<file path="src/common/timer0_pkg.sv">
// Purpose: shared constants and carriers for timer/counter 0
// Assumes: 8-bit I/O bus with 6-bit register addresses
// Notes:   offsets, field positions, reset values and counts
package timer0_pkg;
    // ------------------------------------------------------------
    // register addresses
    // ------------------------------------------------------------
    localparam logic [5:0] ADDR_CTRL_A   = 6'h15;
    localparam logic [5:0] ADDR_CNT_HIGH = 6'h14;
    localparam logic [5:0] ADDR_CNT_LOW  = 6'h12;
    localparam logic [5:0] ADDR_CMP_A    = 6'h13;
    localparam logic [5:0] ADDR_CMP_B    = 6'h11;
    localparam logic [5:0] ADDR_FLAGS    = 6'h38;
    localparam logic [5:0] ADDR_MASK     = 6'h39;
    // ------------------------------------------------------------
    // field positions and masks
    // ------------------------------------------------------------
    localparam int FLG_CAP  = 0;
    localparam int FLG_OVF  = 1;
    localparam int FLG_CMPB = 3;
    localparam int FLG_CMPA = 4;
    localparam logic [7:0] CTRL_A_WMASK = 8'hF9;
    localparam logic [7:0] FLAG_MASK    = 8'h1B;
    // ------------------------------------------------------------
    // reset values and counts
    // ------------------------------------------------------------
    localparam logic [7:0]  CTRL_A_RESET = 8'h00;
    localparam logic [7:0]  BYTE_RESET   = 8'h00;
    localparam logic [15:0] CNT_RESET    = 16'h0000;
    localparam logic [15:0] MAX8         = 16'h00FF;
    localparam logic [15:0] MAX16        = 16'hFFFF;
    localparam int          FILTER_SAMPLES = 4;
    // ------------------------------------------------------------
    // carriers
    // ------------------------------------------------------------
    typedef struct packed {
        logic [5:0] addr;
        logic [7:0] wrData;
        logic       wr;
        logic       rd;
    } io_req_s;
    typedef struct packed {
        logic       widthSelect;
        logic       captureModeEnable;
        logic       captureNoiseFilter;
        logic       captureEdgeSelect;
        logic       comparatorCaptureSource;
        logic [1:0] reserved;
        logic       waveformModeSelect;
    } ctrl_s;
endpackage : timer0_pkg

</file>
<file path="src/logic/timer0_core.sv">
// Purpose: timer/counter 0 registers, counter, capture, compare
// Assumes: CPU keeps 16-bit access order and masks interrupts
// Notes:   read data appear the cycle after the read strobe
`timescale 1ns/1ps

// How it works
// [RL1] one temporary high byte shared by all 16-bit registers
// [RL2] software masks interrupts across each two-byte access
// [RL3] a low-byte write leaves the temporary byte unchanged
// [RL4] width select bit 7 set gives a 16-bit counter, else 8-bit
// [RL5] in 16-bit mode compare B:A form one 16-bit compare value
// [RL6] capture enable bit 6 puts the timer into capture mode
// [RL7] filter bit 5 needs four equal samples to move its output
// [RL8] the filter adds four system clock cycles of latency
// [RL9] edge select bit 4: zero falling edge, one rising edge
// [RL10] a capture edge copies the counter into the capture register
// [RL11] a capture sets the flag; it requests only when enabled
// [RL12] source bit 3 set feeds the comparator through filter and edge
// [RL13] source bit clear leaves the comparator unconnected
// [RL14] software sets the capture interrupt enable for comparator use
// [RL15] control bits 2:1 read zero and ignore writes
// [RL16] mode bit 0 picks free running or clear on compare
// [RL17] low byte gives direct counter access, lower half in 16-bit
// [RL18] a counter low write blocks the match at the next tick
// [RL19] software avoids rewriting the counter while it runs
// [RL20] low-byte access does the whole 16-bit transfer at once
// [RL21] software writes high then low, reads low then high
// [RL22] compare reads bypass temporary; 16-bit capture reads use it
// [RL23] a compare match sets its flag at the following tick
module timer0_core (
    // clock and reset
    input  wire logic              clk,
    input  wire logic              rst_b,
    // cpu i/o bus
    input  timer0_pkg::io_req_s    ioReq,
    output logic [7:0]             ioRdData,
    // timer clock enable and capture sources
    input  wire logic              tickEn,
    input  wire logic              captureInputPin,
    input  wire logic              comparatorOut,
    // status toward the core
    output logic [7:0]             irqRequest,
    output logic [15:0]            countReg
);
    import timer0_pkg::*;

    // ------------------------------------------------------------
    // state
    // ------------------------------------------------------------
    ctrl_s       ctrlReg;
    logic [7:0]  tempReg;
    logic [7:0]  cmpAReg;
    logic [7:0]  cmpBReg;
    logic [7:0]  flagsReg;
    logic [7:0]  flags_next;
    logic [7:0]  maskReg;
    logic        blockReg;
    logic [15:0] countNext;
    logic [15:0] countSum;
    logic [15:0] wrapVal;
    logic [15:0] topVal;
    logic        topHit;
    logic        wrapHit;
    logic        ovfHit;
    logic        capStrobe;
    logic        capHit;
    logic        capture16;
    logic [7:0]  flagSet;
    logic [7:0]  flagClr;
    logic [7:0]  rdMux;
    logic [1:0]  matchOn;
    logic [1:0]  pend;
    logic [1:0]  setHit;
    logic [15:0] cmpVal [2];

    // ------------------------------------------------------------
    // address decode
    // ------------------------------------------------------------
    logic wrCtrl;
    logic wrCntLow;
    logic wrCntHigh;
    logic wrCmpA;
    logic wrCmpB;
    logic wrFlags;
    logic wrMask;
    logic rdCntLow;
    logic rdCmpA;

    // write strobes per register, read strobes for count low and compare a
    assign wrCtrl    = ioReq.wr && (ioReq.addr == ADDR_CTRL_A);
    assign wrCntLow  = ioReq.wr && (ioReq.addr == ADDR_CNT_LOW);
    assign wrCntHigh = ioReq.wr && (ioReq.addr == ADDR_CNT_HIGH);
    assign wrCmpA    = ioReq.wr && (ioReq.addr == ADDR_CMP_A);
    assign wrCmpB    = ioReq.wr && (ioReq.addr == ADDR_CMP_B);
    assign wrFlags   = ioReq.wr && (ioReq.addr == ADDR_FLAGS);
    assign wrMask    = ioReq.wr && (ioReq.addr == ADDR_MASK);
    assign rdCntLow  = ioReq.rd && (ioReq.addr == ADDR_CNT_LOW);
    assign rdCmpA    = ioReq.rd && (ioReq.addr == ADDR_CMP_A);

    // ------------------------------------------------------------
    // control register
    // ------------------------------------------------------------
    // reserved bits masked on write so they stay zero
    always_ff @(posedge clk or negedge rst_b) begin
        if (!rst_b) begin
            ctrlReg <= ctrl_s'(CTRL_A_RESET);
        end else if (wrCtrl) begin
            ctrlReg <= ctrl_s'(ioReq.wrData & CTRL_A_WMASK); // see [RL15]
        end
    end

    // 16-bit capture routes capture reads through temp
    assign capture16 = ctrlReg.widthSelect && ctrlReg.captureModeEnable;

    // ------------------------------------------------------------
    // shared temporary high byte
    // ------------------------------------------------------------
    // high writes park data; low reads fetch the high half
    always_ff @(posedge clk or negedge rst_b) begin
        if (!rst_b) begin
            tempReg <= BYTE_RESET;
        end else if (wrCntHigh || (wrCmpB && ctrlReg.widthSelect)) begin
            tempReg <= ioReq.wrData; // see [RL1]
        end else if (rdCntLow) begin
            tempReg <= countReg[15:8]; // see [RL1] [RL20]
        end else if (rdCmpA && capture16) begin
            tempReg <= cmpBReg; // see [RL22]
        end
    end

    // ------------------------------------------------------------
    // counter
    // ------------------------------------------------------------
    // wrap point and top value per width and mode
    always_comb begin
        wrapVal  = ctrlReg.widthSelect ? MAX16 : MAX8; // see [RL4]
        topVal   = ctrlReg.widthSelect ? {cmpBReg, cmpAReg}
                                       : {BYTE_RESET, cmpAReg};
        topHit   = ctrlReg.waveformModeSelect
                   && (countReg == topVal); // see [RL16]
        wrapHit  = (countReg == wrapVal);
        countSum = countReg + 16'h0001;
        if (topHit || wrapHit) begin
            countNext = CNT_RESET;
        end else if (ctrlReg.widthSelect) begin
            countNext = countSum;
        end else begin
            countNext = {BYTE_RESET, countSum[7:0]};
        end
    end

    // overflow only at the max wrap, never at a compare top clear
    assign ovfHit = tickEn && !wrCntLow && wrapHit && !topHit;

    // cpu low write loads whole count, else count on tick
    always_ff @(posedge clk or negedge rst_b) begin
        if (!rst_b) begin
            countReg <= CNT_RESET;
        end else if (wrCntLow) begin
            if (ctrlReg.widthSelect) begin
                countReg <= {tempReg, ioReq.wrData}; // see [RL17] [RL20]
            end else begin
                countReg <= {BYTE_RESET, ioReq.wrData}; // see [RL17]
            end
        end else if (tickEn) begin
            countReg <= countNext; // see [RL4] [RL16]
        end
    end

    // ------------------------------------------------------------
    // capture front end
    // ------------------------------------------------------------
    capture_front_end u_capture (
        .clk       (clk),
        .rst_b     (rst_b),
        .pinIn     (captureInputPin),
        .compIn    (comparatorOut),
        .compSrc   (ctrlReg.comparatorCaptureSource), // see [RL12]
        .filterOn  (ctrlReg.captureNoiseFilter),      // see [RL7]
        .edgeRise  (ctrlReg.captureEdgeSelect),       // see [RL9]
        .strobeReg (capStrobe)
    );

    assign capHit = capStrobe && ctrlReg.captureModeEnable; // see [RL6]

    // ------------------------------------------------------------
    // compare registers, also the capture register
    // ------------------------------------------------------------
    // capture wins over a cpu write in the same cycle
    always_ff @(posedge clk or negedge rst_b) begin
        if (!rst_b) begin
            cmpAReg <= BYTE_RESET;
            cmpBReg <= BYTE_RESET;
        end else if (capHit) begin
            cmpAReg <= countReg[7:0]; // see [RL10]
            if (ctrlReg.widthSelect) begin
                cmpBReg <= countReg[15:8];
            end
        end else if (wrCmpA) begin
            cmpAReg <= ioReq.wrData;
            if (ctrlReg.widthSelect) begin
                cmpBReg <= tempReg; // see [RL20] [RL3]
            end
        end else if (wrCmpB && !ctrlReg.widthSelect) begin
            cmpBReg <= ioReq.wrData;
        end
    end

    // ------------------------------------------------------------
    // compare channels
    // ------------------------------------------------------------
    // counter write blocks the match seen at the next tick
    always_ff @(posedge clk or negedge rst_b) begin
        if (!rst_b) begin
            blockReg <= 1'b0;
        end else if (wrCntLow) begin
            blockReg <= 1'b1; // see [RL18]
        end else if (tickEn) begin
            blockReg <= 1'b0;
        end
    end

    // channel b silent in 16-bit mode, both silent in capture
    always_comb begin
        matchOn[0] = !ctrlReg.captureModeEnable;
        matchOn[1] = !ctrlReg.captureModeEnable && !ctrlReg.widthSelect;
        cmpVal[0]  = ctrlReg.widthSelect ? {cmpBReg, cmpAReg}
                                         : {BYTE_RESET, cmpAReg}; // see [RL5]
        cmpVal[1]  = {BYTE_RESET, cmpBReg};
    end

    // one compare unit per channel
    for (genvar ch = 0; ch < 2; ch++) begin : g_cmp
        compare_match_unit u_match (
            .clk        (clk),
            .rst_b      (rst_b),
            .tickEn     (tickEn),
            .matchOn    (matchOn[ch]),
            .blockMatch (blockReg),
            .countVal   (countReg),
            .cmpVal     (cmpVal[ch]),
            .pendReg    (pend[ch]),
            .setReg     (setHit[ch])
        );
    end

    // ------------------------------------------------------------
    // flags and mask
    // ------------------------------------------------------------
    // events set, written ones clear, set wins
    always_comb begin
        flagSet           = BYTE_RESET;
        flagSet[FLG_CAP]  = capHit; // see [RL11]
        flagSet[FLG_OVF]  = ovfHit;
        flagSet[FLG_CMPA] = setHit[0]; // see [RL23]
        flagSet[FLG_CMPB] = setHit[1];
        flagClr           = wrFlags ? ioReq.wrData : BYTE_RESET;
        flags_next        = ((flagsReg & ~flagClr) | flagSet) & FLAG_MASK;
    end

    // flag register
    always_ff @(posedge clk or negedge rst_b) begin
        if (!rst_b) begin
            flagsReg <= BYTE_RESET;
        end else begin
            flagsReg <= flags_next;
        end
    end

    // mask register
    always_ff @(posedge clk or negedge rst_b) begin
        if (!rst_b) begin
            maskReg <= BYTE_RESET;
        end else if (wrMask) begin
            maskReg <= ioReq.wrData & FLAG_MASK;
        end
    end

    // requests only where the enable is set
    always_ff @(posedge clk or negedge rst_b) begin
        if (!rst_b) begin
            irqRequest <= BYTE_RESET;
        end else begin
            irqRequest <= flagsReg & maskReg; // see [RL11]
        end
    end

    // ------------------------------------------------------------
    // read data
    // ------------------------------------------------------------
    // read mux, unmapped reads return zero
    always_comb begin
        unique case (ioReq.addr)
            ADDR_CTRL_A:   rdMux = ctrlReg; // see [RL15]
            ADDR_CNT_LOW:  rdMux = countReg[7:0]; // see [RL17]
            ADDR_CNT_HIGH: rdMux = tempReg;
            ADDR_CMP_A:    rdMux = cmpAReg;
            ADDR_CMP_B:    rdMux = capture16 ? tempReg
                                             : cmpBReg; // see [RL22]
            ADDR_FLAGS:    rdMux = flagsReg;
            ADDR_MASK:     rdMux = maskReg;
            default:       rdMux = BYTE_RESET;
        endcase
    end

    // read data held until the next read
    always_ff @(posedge clk or negedge rst_b) begin
        if (!rst_b) begin
            ioRdData <= BYTE_RESET;
        end else if (ioReq.rd) begin
            ioRdData <= rdMux;
        end
    end
endmodule : timer0_core

</file>
<file path="src/logic/compare_match_unit.sv">
// Purpose: one compare channel with delayed flag set and blocking
// Assumes: tickEn is the prescaled timer clock enable
// Notes:   setReg pulses one cycle at the tick after the match
`timescale 1ns/1ps
module compare_match_unit (
    // clock and reset
    input  wire logic        clk,
    input  wire logic        rst_b,
    // timer side
    input  wire logic        tickEn,
    input  wire logic        matchOn,
    input  wire logic        blockMatch,
    input  wire logic [15:0] countVal,
    input  wire logic [15:0] cmpVal,
    // flag side
    output logic             pendReg,
    output logic             setReg
);
    import timer0_pkg::*;

    // match seen at a tick, held until the next tick
    always_ff @(posedge clk or negedge rst_b) begin
        if (!rst_b) begin
            pendReg <= 1'b0;
        end else if (tickEn) begin
            pendReg <= matchOn && (countVal == cmpVal) && !blockMatch;
        end
    end

    // flag set strobe one timer clock later
    always_ff @(posedge clk or negedge rst_b) begin
        if (!rst_b) begin
            setReg <= 1'b0;
        end else begin
            setReg <= tickEn && pendReg; // see [RL23]
        end
    end
endmodule : compare_match_unit

</file>
<file path="src/logic/capture_front_end.sv">
// Purpose: capture source select, noise filter and edge detect
// Assumes: pin and comparator inputs synchronous to clk
// Notes:   filter adds four cycles; strobe is a one-cycle pulse
`timescale 1ns/1ps
module capture_front_end (
    // clock and reset
    input  wire logic clk,
    input  wire logic rst_b,
    // sources
    input  wire logic pinIn,
    input  wire logic compIn,
    // settings
    input  wire logic compSrc,
    input  wire logic filterOn,
    input  wire logic edgeRise,
    // event
    output logic      strobeReg
);
    import timer0_pkg::*;

    logic                      srcBit;
    logic [FILTER_SAMPLES-1:0] histReg;
    logic                      filtReg;
    logic                      levelBit;
    logic                      prevReg;

    // comparator reaches the logic only when selected
    assign srcBit   = compSrc ? compIn : pinIn; // see [RL12] [RL13]
    assign levelBit = filterOn ? filtReg : histReg[0];

    // sample history, newest in bit 0
    always_ff @(posedge clk or negedge rst_b) begin
        if (!rst_b) begin
            histReg <= '0;
        end else begin
            histReg <= {histReg[FILTER_SAMPLES-2:0], srcBit};
        end
    end

    // output moves only on four equal samples
    always_ff @(posedge clk or negedge rst_b) begin
        if (!rst_b) begin
            filtReg <= 1'b0;
        end else if (&histReg) begin
            filtReg <= 1'b1; // see [RL7] [RL8]
        end else if (~|histReg) begin
            filtReg <= 1'b0;
        end
    end

    // edge detector on the chosen level
    always_ff @(posedge clk or negedge rst_b) begin
        if (!rst_b) begin
            prevReg   <= 1'b0;
            strobeReg <= 1'b0;
        end else begin
            prevReg   <= levelBit;
            strobeReg <= edgeRise ? (levelBit && !prevReg)
                                  : (!levelBit && prevReg); // see [RL9]
        end
    end
endmodule : capture_front_end

</file>
<file path="config.mk">
export PLATFORM = sky130hd
export DESIGN_NAME = timer0_core
export DESIGN_NICKNAME = d
export VERILOG_FILES = /design/src/common/timer0_pkg.sv /design/src/logic/timer0_core.sv /design/src/logic/compare_match_unit.sv /design/src/logic/capture_front_end.sv
export SDC_FILE = /design/constraint.sdc
export NUM_CORES = 1
export LEC_CHECK = 0
export BUFFER_PORTS_ARGS = -buffer_cell sky130_fd_sc_hd__buf_2
export CORE_ASPECT_RATIO = 0.75
export CORE_MARGIN = 10
export CORE_UTILIZATION = 55
export DETAILED_ROUTE_END_ITERATION = 8
export GPL_TIMING_DRIVEN = 0
export PLACE_DENSITY_LB_ADDON = 0.05
export SYNTH_ARGS = -nofsm -noshare
export SYNTH_HDL_FRONTEND = slang
export SYNTH_HIERARCHICAL = 1
export SYNTH_SLANG_ARGS = --single-unit
</file>
<file path="constraint.sdc">
create_clock -name clk -period 4.3 [get_ports clk]
set_input_delay 0.86 -clock clk [delete_from_list [all_inputs] [get_ports clk]]
set_output_delay 0.86 -clock clk [all_outputs]
set_load 0.01 [all_outputs]
</file>
* Yosys cells after proc, flatten, opt, wreduce, memory -nomap -nowiden
Index checks and enable logic that the tools add are counted.
** Word-level totals
- Register bits after elaboration :: 79
- Output and inout port bits :: 32
- Logic and storage cells :: 111
** Cells by class
- $add $sub $neg :: 1
- Equal/unequal tests :: 13
- Muxes and demuxes :: 27
- Bitwise operators :: 4
- Reductions and logical operators :: 43
** Operators by type and width (count)
- $mux W16 :: 7
- $mux W8 :: 11
- $pmux W8 S7 :: 1
- $eq A16 B16 Y1 :: 2
- $eq A6 B5 Y1 const B :: 5
- $logic_and A1 B1 Y1 :: 27
- $add A16 B1 Y16 const B :: 1
- $eq A16 B8 Y1 :: 1
- $eq A6 B6 Y1 const B :: 2
- $and A5 B5 Y5 :: 2
- $logic_not A1 Y1 :: 7
- $mux W1 :: 7
- $reduce_bool A3 Y1 :: 2
- $mux W5 :: 1
- $not A5 Y5 :: 1
- $or A5 B5 Y5 :: 1
- $ne A2 B2 Y1 const B :: 2
- $reduce_and A4 Y1 :: 1
- $reduce_bool A2 Y1 :: 2
- $reduce_or A4 Y1 :: 1
- $reduce_and A3 Y1 :: 1
- $logic_or A1 B1 Y1 :: 2
- $ne A2 B1 Y1 const B :: 1

* Longest topological paths before layout
Gate-level depths: netlist of the first run.
- Depth after elaboration :: 7
- Gate-level depth with buffers :: 9
- Mapped depth without buffers :: 7

* By module
The synthesis of the first run kept the hierarchy.
** By module, submodules not included
- timer0_core :: times used 1, cells an instance 480, area each 4257.8 µm², sequential area each 1676.6 µm²
- compare_match_unit :: times used 2, cells an instance 28, area each 251.5 µm², sequential area each 50.0 µm²
- capture_front_end :: times used 1, cells an instance 15, area each 242.7 µm², sequential area each 175.2 µm²

* Least setup slack after synthesis of the first run
OpenSTA, ideal clock, no wires.
- Kind :: input -> register
- From :: in ioReq[12] (netlist bit)
- To :: reg cmpBReg[0]
- Library setup time :: 0.125 ns
- Data arrival time :: 2.381 ns
- Data required time :: 4.175 ns
- Setup slack :: 1.795 ns
- Cell stages on the path :: 7
- Buffers on the path :: 2
- Cells stage by stage :: nor4b_4 -> and2_1 -> buf_6 -> nand3_2 -> buf_6 -> a31oi_4 -> mux2_2
** Between the ends
- Longest elaborated chain between the ends :: 5
- Elaborated cells between the ends (all ways) :: 10
** Ends and longest elaborated chain
- start: declaration :: RTL line timer0_core.sv:35 : input timer0_pkg::io_req_s ioReq,
- $eq A6 B5 Y1 :: RTL line timer0_core.sv:94 : assign wrCmpB = ioReq.wr && (ioReq.addr == ADDR_CMP_B);
- $logic_and A1 B1 Y1 :: RTL line timer0_core.sv:94
- $logic_and A1 B1 Y1 :: RTL line timer0_core.sv:204 : end else if (wrCmpB && !ctrlReg.widthSelect) begin
- $reduce_bool A3 Y1 (no line)
- $reduce_and A3 Y1 (no line)
- end signal: assignment :: RTL line timer0_core.sv:197 : cmpBReg <= countReg[15:8];
- end signal: assignment :: RTL line timer0_core.sv:202 : cmpBReg <= tempReg;
- end signal: assignment :: RTL line timer0_core.sv:205 : cmpBReg <= ioReq.wrData;
- end: declaration :: RTL line timer0_core.sv:53 : logic [7:0] cmpBReg;
Several ways; a longest one is shown, not always the timed one.
A chain may end at the register's enable or synchronous reset.

==> results of run 1 <==
-- final cells by class --
class | count | area (sq um)
repair buffers | 48 | 265
fillers | 801 | 3220
flip-flops and latches | 78 | 1950
plain buffers | 40 | 199
well taps | 112 | 140
multi-input cells | 426 | 2830
clock buffers | 9 | 225
inverters | 18 | 67.6
clock inverters | 7 | 80.1
-- metal layers --
layer | GRT usage, % | vias up | routed length [um]
met1 | 36.3 | 2277 | 7230
met4 | 6.47 | 0 | 410
met5 | 0 | - | 0
li1 | - | 2115 | -
met2 | 36.8 | 290 | 7020
met3 | 8.38 | 43 | 1990
-- report_power, final --
part	switching, uW	total, uW	internal (uW)
registers	334	1240	903
logic	501	915	414
clock network	332	791	459
total	1170	2940	1780
-- worst max-delay path, stage by stage (launching register included) --
cell      delay [ns]
dfrtp_1         0.41
clkbuf_1        0.45
buf_1           0.54
clkbuf_1        0.47
and2_1          0.23
xor2_1          0.08
nor4_1          0.53
nand4_1         0.36
o22ai_2         0.18
-- cell usage in the layout (no fill, tap or decap), drive strengths merged, types with 5 or more instances in the layout --
| cell | count |
|---|---|
| mux2i | 31 |
| nor2 | 27 |
| and2 | 12 |
| o21ai | 38 |
| buf | 62 |
| a21oi | 13 |
| nor3 | 14 |
| xnor2 | 17 |
| nor3b | 9 |
| inv | 22 |
| nand3 | 27 |
| o31ai | 5 |
| nor4 | 7 |
| a31oi | 14 |
| dfrtp | 78 |
| conb | 12 |
| nand2 | 56 |
| a221oi | 5 |
| o22ai | 12 |
| nand2b | 17 |
| nand4 | 15 |
| xor2 | 30 |
| clkbuf | 35 |
| mux2 | 23 |
-- how the worst max path moves through the flow --
stage	slack (ns)	startpoint	depth (start not counted)	end
final	0.96	ctrlReg[7]$_DFFE_PN0P_	8	g_cmp[0].u_match/pendReg$_DFFE_PN0P_
after global routing	0.91	ctrlReg[7]$_DFFE_PN0P_	8	g_cmp[0].u_match/pendReg$_DFFE_PN0P_
after CTS	1.20	ctrlReg[7]$_DFFE_PN0P_	8	g_cmp[0].u_match/pendReg$_DFFE_PN0P_
after detailed placement	1.23	ctrlReg[7]$_DFFE_PN0P_	8	g_cmp[0].u_match/pendReg$_DFFE_PN0P_
after global placement	1.25	ctrlReg[7]$_DFFE_PN0P_	8	g_cmp[0].u_match/pendReg$_DFFE_PN0P_
after floorplan	1.79	ioReq[12]	7	cmpBReg[0]$_DFFE_PN0P_
-- registers in the layout (all words and copies together) (netlist names), 2 cells and up --
register	flops
cmpAReg	8
cmpBReg	8
countReg	16
ctrlReg	6
flagsReg	4
g_cmp.u_match/pendReg	2
g_cmp.u_match/setReg	2
ioRdData	8
irqRequest	4
maskReg	4
tempReg	8
u_capture/histReg	4
-- through the flow --
step	total power (uW)	setup WS, ns	cells	instance area [sq um]	utilization [%]
2_1_floorplan	1750	1.79	562	5040	-
5_1_grt	3090	0.910	738	5760	64.2
6_report	2940	0.961	738	5760	64.2
3_3_place_gp	2110	1.25	721	5420	60.4
4_1_cts	2920	1.20	738	5760	64.2
3_5_place_dp	2120	1.23	722	5450	60.8
-- cell usage after synthesis, types with 17 or more instances --
cell / n / area share, %
nand3_1: 26 / 2.6
clkbuf_1: 26 / 2.0
dfrtp_1: 78 / 39
inv_1: 18 / 1.4
mux2_2: 22 / 5.0
xnor2_1: 17 / 3.0
nand2_1: 56 / 4.2
o21ai_0: 37 / 3.7
mux2i_1: 31 / 6.2
nor2_1: 27 / 2.0
nand2b_1: 17 / 2.1
xor2_1: 30 / 5.3
-- kinds of logic (layout without fill, tap and decap cells) --
kind of cell / Yosys count / in the layout / share of synthesized area [%]
xor gates and xnor gates: 47 / 47 / 8.23
DFF: 78 / 78 / 39.0
and+or+nand+nor: 199 / 199 / 20.6
AOI/OAI and AO/OA: 113 / 113 / 15.0
other: 1 / 12 / 0.0749
buffers and inverters: 58 / 122 / 5.33
muxes: 54 / 54 / 11.5
adders and majority gates: 1 / 1 / 0.250
==> impl_metrics.env, run 1 <==
export IMPL_drt_pass1_iterations=5
export IMPL_path_class="flip-flop to flip-flop"
export IMPL_postCtsSetupBuffers=0
export IMPL_ant_nets=0
export IMPL_ys_types=59
export IMPL_synth_edff_count=0
export IMPL_clock_fmax_ghz=0.299
export IMPL_worstMarginPinSlew_ns=0.962
export IMPL_r2r_cells=8
export IMPL_crit_path_end_kind="flip-flop"
export IMPL_die_height_um=103
export IMPL_r2r_end="g_cmp[0].u_match/pendReg$_DFFE_PN0P_"
export IMPL_area_delta_synth_final_pct=15.0
export IMPL_vias_per_cell=6.40
export IMPL_cp_data_arrival_time_ns=3.60
export IMPL_rrSetupSlack_ns=0.96
export IMPL_finalMaxSlewViolations=0
export IMPL_post_cts_resized=0
export IMPL_clock_sinks=78
export IMPL_status="finished clean"
export IMPL_tritoncts="yes"
export IMPL_fin_tns_setup_ns=0
export IMPL_path_max_fanout=10
export IMPL_dpl_hpwl_um=12600
export IMPL_antenna_cells=0
export IMPL_hp_class="flip-flop to flip-flop"
export IMPL_grt_pass1_wl_um=26000
export IMPL_drc=0
export IMPL_required_ns=4.56
export IMPL_critPathLaunchType="flip-flop"
export IMPL_drtIter0Drc=619
export IMPL_hold_depth=0
export IMPL_cts_buffer_depth=2
export IMPL_power_leakage_uw=0.00259
export IMPL_cts_max_level=3
export IMPL_period_minus_slack_ns=3.34
export IMPL_first_global_vias=4462
export IMPL_drv_cap=0
export IMPL_power_density_nw_per_um2=511
export IMPL_synth_seq_cells=78
export IMPL_syn_area_sq_um=5000
export IMPL_clock_skew_ns=0.00862
export IMPL_design_core_area_sq_um=8970
export IMPL_die_w_um=130
export IMPL_async_flop_share_pct=100
export IMPL_ioPinCount=53
export IMPL_portBuffers=47
export IMPL_cts_root_buf="clkbuf_16"
export IMPL_drive_above_1_share_pct=16.6
export IMPL_r2r_start="ctrlReg[7]$_DFFE_PN0P_"
export IMPL_ys_flop_type="dfrtp_1"
export IMPL_holdWs_ns=0.418
export IMPL_yosysSeqAreaShare_pct=39.0
export IMPL_rows=30
export IMPL_period_share_pct=77.7
export IMPL_finalWirelength_um=16600
export IMPL_synth_area_per_cell_sq_um=9.08
export IMPL_maxSlewHeadroom_pct=35.3
export IMPL_hold_start="u_capture/histReg[2]$_DFF_PN0_"
export IMPL_place_gp_congestion=0.943
export IMPL_clkTransAtPathRegs_ns=0.07
export IMPL_min_to="u_capture/histReg[3]$_DFF_PN0_"
export IMPL_initial_core_util_pct=55.8
export IMPL_grt_max_degree=52
export IMPL_setup_violations_final=0
export IMPL_ir_worst_vdd_v=0.000415
export IMPL_yosysWarnings=6
export IMPL_rsz0062_at_grt="no"
export IMPL_postCtsHoldBufs=0
export IMPL_finalHoldViolCount=0
export IMPL_antenna_found_initial=0
export IMPL_wl_per_cell_um=22.5
export IMPL_syn_inst=551
export IMPL_clk_latency_ns=0.34
export IMPL_cts_buffers=9
export IMPL_groute_usage_overall_pct=25.7
export IMPL_grt_remaining_overflow=0
export IMPL_nets=643
export IMPL_dieArea_sq_um=13400
export IMPL_vias=4725
Note: power is estimated with default switching activity, not from simulation.
==> run 2, diff against run 1 <==
--- a/config.mk
+++ b/config.mk
@@ -8,7 +8,7 @@
 export BUFFER_PORTS_ARGS = -buffer_cell sky130_fd_sc_hd__buf_2
 export CORE_ASPECT_RATIO = 0.75
 export CORE_MARGIN = 10
-export CORE_UTILIZATION = 55
+export CORE_UTILIZATION = 54
 export DETAILED_ROUTE_END_ITERATION = 8
 export GPL_TIMING_DRIVEN = 0
 export PLACE_DENSITY_LB_ADDON = 0.05
==> constraint.sdc (replaced) <==
create_clock -name clk -period 2.8 [get_ports clk]
set_input_delay 0.56 -clock clk [delete_from_list [all_inputs] [get_ports clk]]
set_output_delay 0.56 -clock clk [all_outputs]
set_load 0.01 [all_outputs]
==> impl_metrics.env, run 2 (synthesized netlist as in run 1, its figures left out) <==
export IMPL_pwr_share_clk_pct=28.0
export IMPL_fillers=802
export IMPL_vias=4747
export IMPL_largest_reg_flops=16
export IMPL_period_share_pct=94.4
export IMPL_place_gp_congestion=0.990
export IMPL_cts_buffer_depth=2
export IMPL_worstMarginPinSlew_ns=0.823
export IMPL_portBuffers=47
export IMPL_seqPwrFrac_pct=41.6
export IMPL_clock_sinks=78
export IMPL_path_class="flip-flop to flip-flop"
export IMPL_post_route_worst_setup_slack_ns=0.156
export IMPL_first_global_vias=4641
export IMPL_tritoncts="yes"
export IMPL_dpl_hpwl_um=12600
export IMPL_p_int_uw=2830
export IMPL_setup_violations_final=0
export IMPL_top_register="countReg"
export IMPL_design_core_area_sq_um=9050
export IMPL_swShare_pct=38.6
export IMPL_power_density_nw_per_um2=795
export IMPL_ir_worst_vdd_v=0.000563
export IMPL_postPlaceCellArea_sq_um=5460
export IMPL_fin_area_sq_um=5790
export IMPL_clock_fmax_ghz=0.378
export IMPL_maxSlewHeadroom_pct=44.7
export IMPL_drtIter0Drc=694
export IMPL_fin_tns_setup_ns=0
export IMPL_drive_above_1_share_pct=16.6
export IMPL_grt_max_degree=41
export IMPL_p_sw_uw=1770
export IMPL_comb_power_share_pct=30.4
export IMPL_place_ws_ns=0.00603
export IMPL_grt_remaining_overflow=0
export IMPL_postCtsSetupBuffers=0
export IMPL_path_max_fanout=10
export IMPL_vias_per_cell=6.30
export IMPL_hp_class="input pin to async pin"
export IMPL_cts_max_level=3
export IMPL_wl_per_cell_um=22.6
export IMPL_die_w_um=131
export IMPL_cp_data_arrival_time_ns=2.86
export IMPL_cts_root_buf="clkbuf_16"
export IMPL_layout_commonest_cell="dfrtp_1"
export IMPL_drt_pass1_iterations=5
export IMPL_clk_latency_ns=0.34
export IMPL_postCtsHoldBufs=0
export IMPL_antenna_found_initial=0
export IMPL_cts_buffers=9
export IMPL_initial_core_util_pct=55.3
export IMPL_nets=643
export IMPL_period_minus_slack_ns=2.64
export IMPL_ant_nets=0
export IMPL_final_cell_mix="dfrtp_1, nand2_1, buf_2"
export IMPL_die_height_um=103
export IMPL_rsz0062_at_grt="no"
export IMPL_critPathLaunchType="flip-flop"
export IMPL_groute_usage_overall_pct=25.3
export IMPL_finalMaxSlewViolations=0
export IMPL_clkTransAtPathRegs_ns=0.06
export IMPL_rows=30
export IMPL_ioPinCount=53
export IMPL_finalHoldViolCount=0
export IMPL_grt_pass1_wl_um=26700
export IMPL_clock_skew_ns=0.00785
export IMPL_drc=0
export IMPL_power_leakage_uw=0.00261
export IMPL_status="finished clean"
export IMPL_area_delta_synth_final_pct=15.6
export IMPL_p_total_uw=4600
export IMPL_required_ns=3.01
export IMPL_crit_path_end_kind="flip-flop"
export IMPL_drv_cap=0
export IMPL_antenna_cells=0
export IMPL_dieArea_sq_um=13600
export IMPL_finalWirelength_um=17000
## run 2: cell types whose count changed in the layout (fill, tap and decap cells not counted), sizes merged
cell,previous run,this run
clkbuf,35,37
inv,22,19
buf,62,61
bufinv,1,2
clkinv,1,2
clkinvlp,1,0
## run 2: worst paths after layout
path	startpoint	to	slack (ns)	depth (start not counted)
worst max-delay path	countReg[1]$_DFFE_PN0P_	countReg[1]$_DFFE_PN0P_	0.16	6
worst min-delay path	rst_b	irqRequest[3]$_DFF_PN0_	0.20	1
worst max register to register	countReg[1]$_DFFE_PN0P_	countReg[1]$_DFFE_PN0P_	0.16	6
worst min register to register	u_capture/histReg[2]$_DFF_PN0_	u_capture/histReg[3]$_DFF_PN0_	0.40	0
max in group asynchronous	rst_b	countReg[12]$_DFFE_PN0P_	1.99	2
min in group clk	u_capture/histReg[2]$_DFF_PN0_	u_capture/histReg[3]$_DFF_PN0_	0.40	0
## run 2: timing repair
action | 4_1_cts | 5_1_grt
hold endpoints to repair | 0 | 0
resized for setup | 0 | 2
setup endpoints to repair | 0 | 7
## run 2: through the flow
stage / instances / hold WS (ns) / util (%)
finish: 753 / 0.196 / 64.0
global route: 753 / 0.221 / 64.0
CTS: 753 / 0.213 / 63.9
detailed placement: 738 / 0.390 / 60.4
global placement: 737 / 0.386 / 60.1
floorplan: 562 / 0.264 / -
## run 2: power by group through the flow
stage                     clock network [uW]  registers, uW  logic (uW)
final                                   1290           1910        1400
after global routing                    1350           1940        1520
after CTS                               1300           1880        1370
after detailed placement                   0           1900        1360
after global placement                     0           1900        1330
after floorplan                            0           1710         970
## run 2: metal layers
layer	up-vias	part of all wire, %	GRT usage, %
li1	2111	-	-
met1	2304	42	34.1
met2	286	43	37.8
met3	46	12	8.49
met4	0	2.3	7.67
met5	-	0	0
## run 2: layout make-up
cell class	count	area (sq um)	area share (%)
Inverter	18	67.6	1.17
Sequential cell	78	1950	33.7
Buffer	40	200	3.46
Tap cell	128	160	2.77
Clock inverter	5	82.6	1.43
Multi-Input combinational cell	426	2830	48.9
Timing Repair Buffer	48	258	4.46
Clock buffer	10	239	4.13
## run 2: critical path: stages, from the launching register on
cell      delay, ns
dfrtp_1        0.58
ha_1           0.30
nand3_1        0.16
nor2_1         0.53
a21boi_1       0.67
nand2b_1       0.19
o21ai_0        0.07
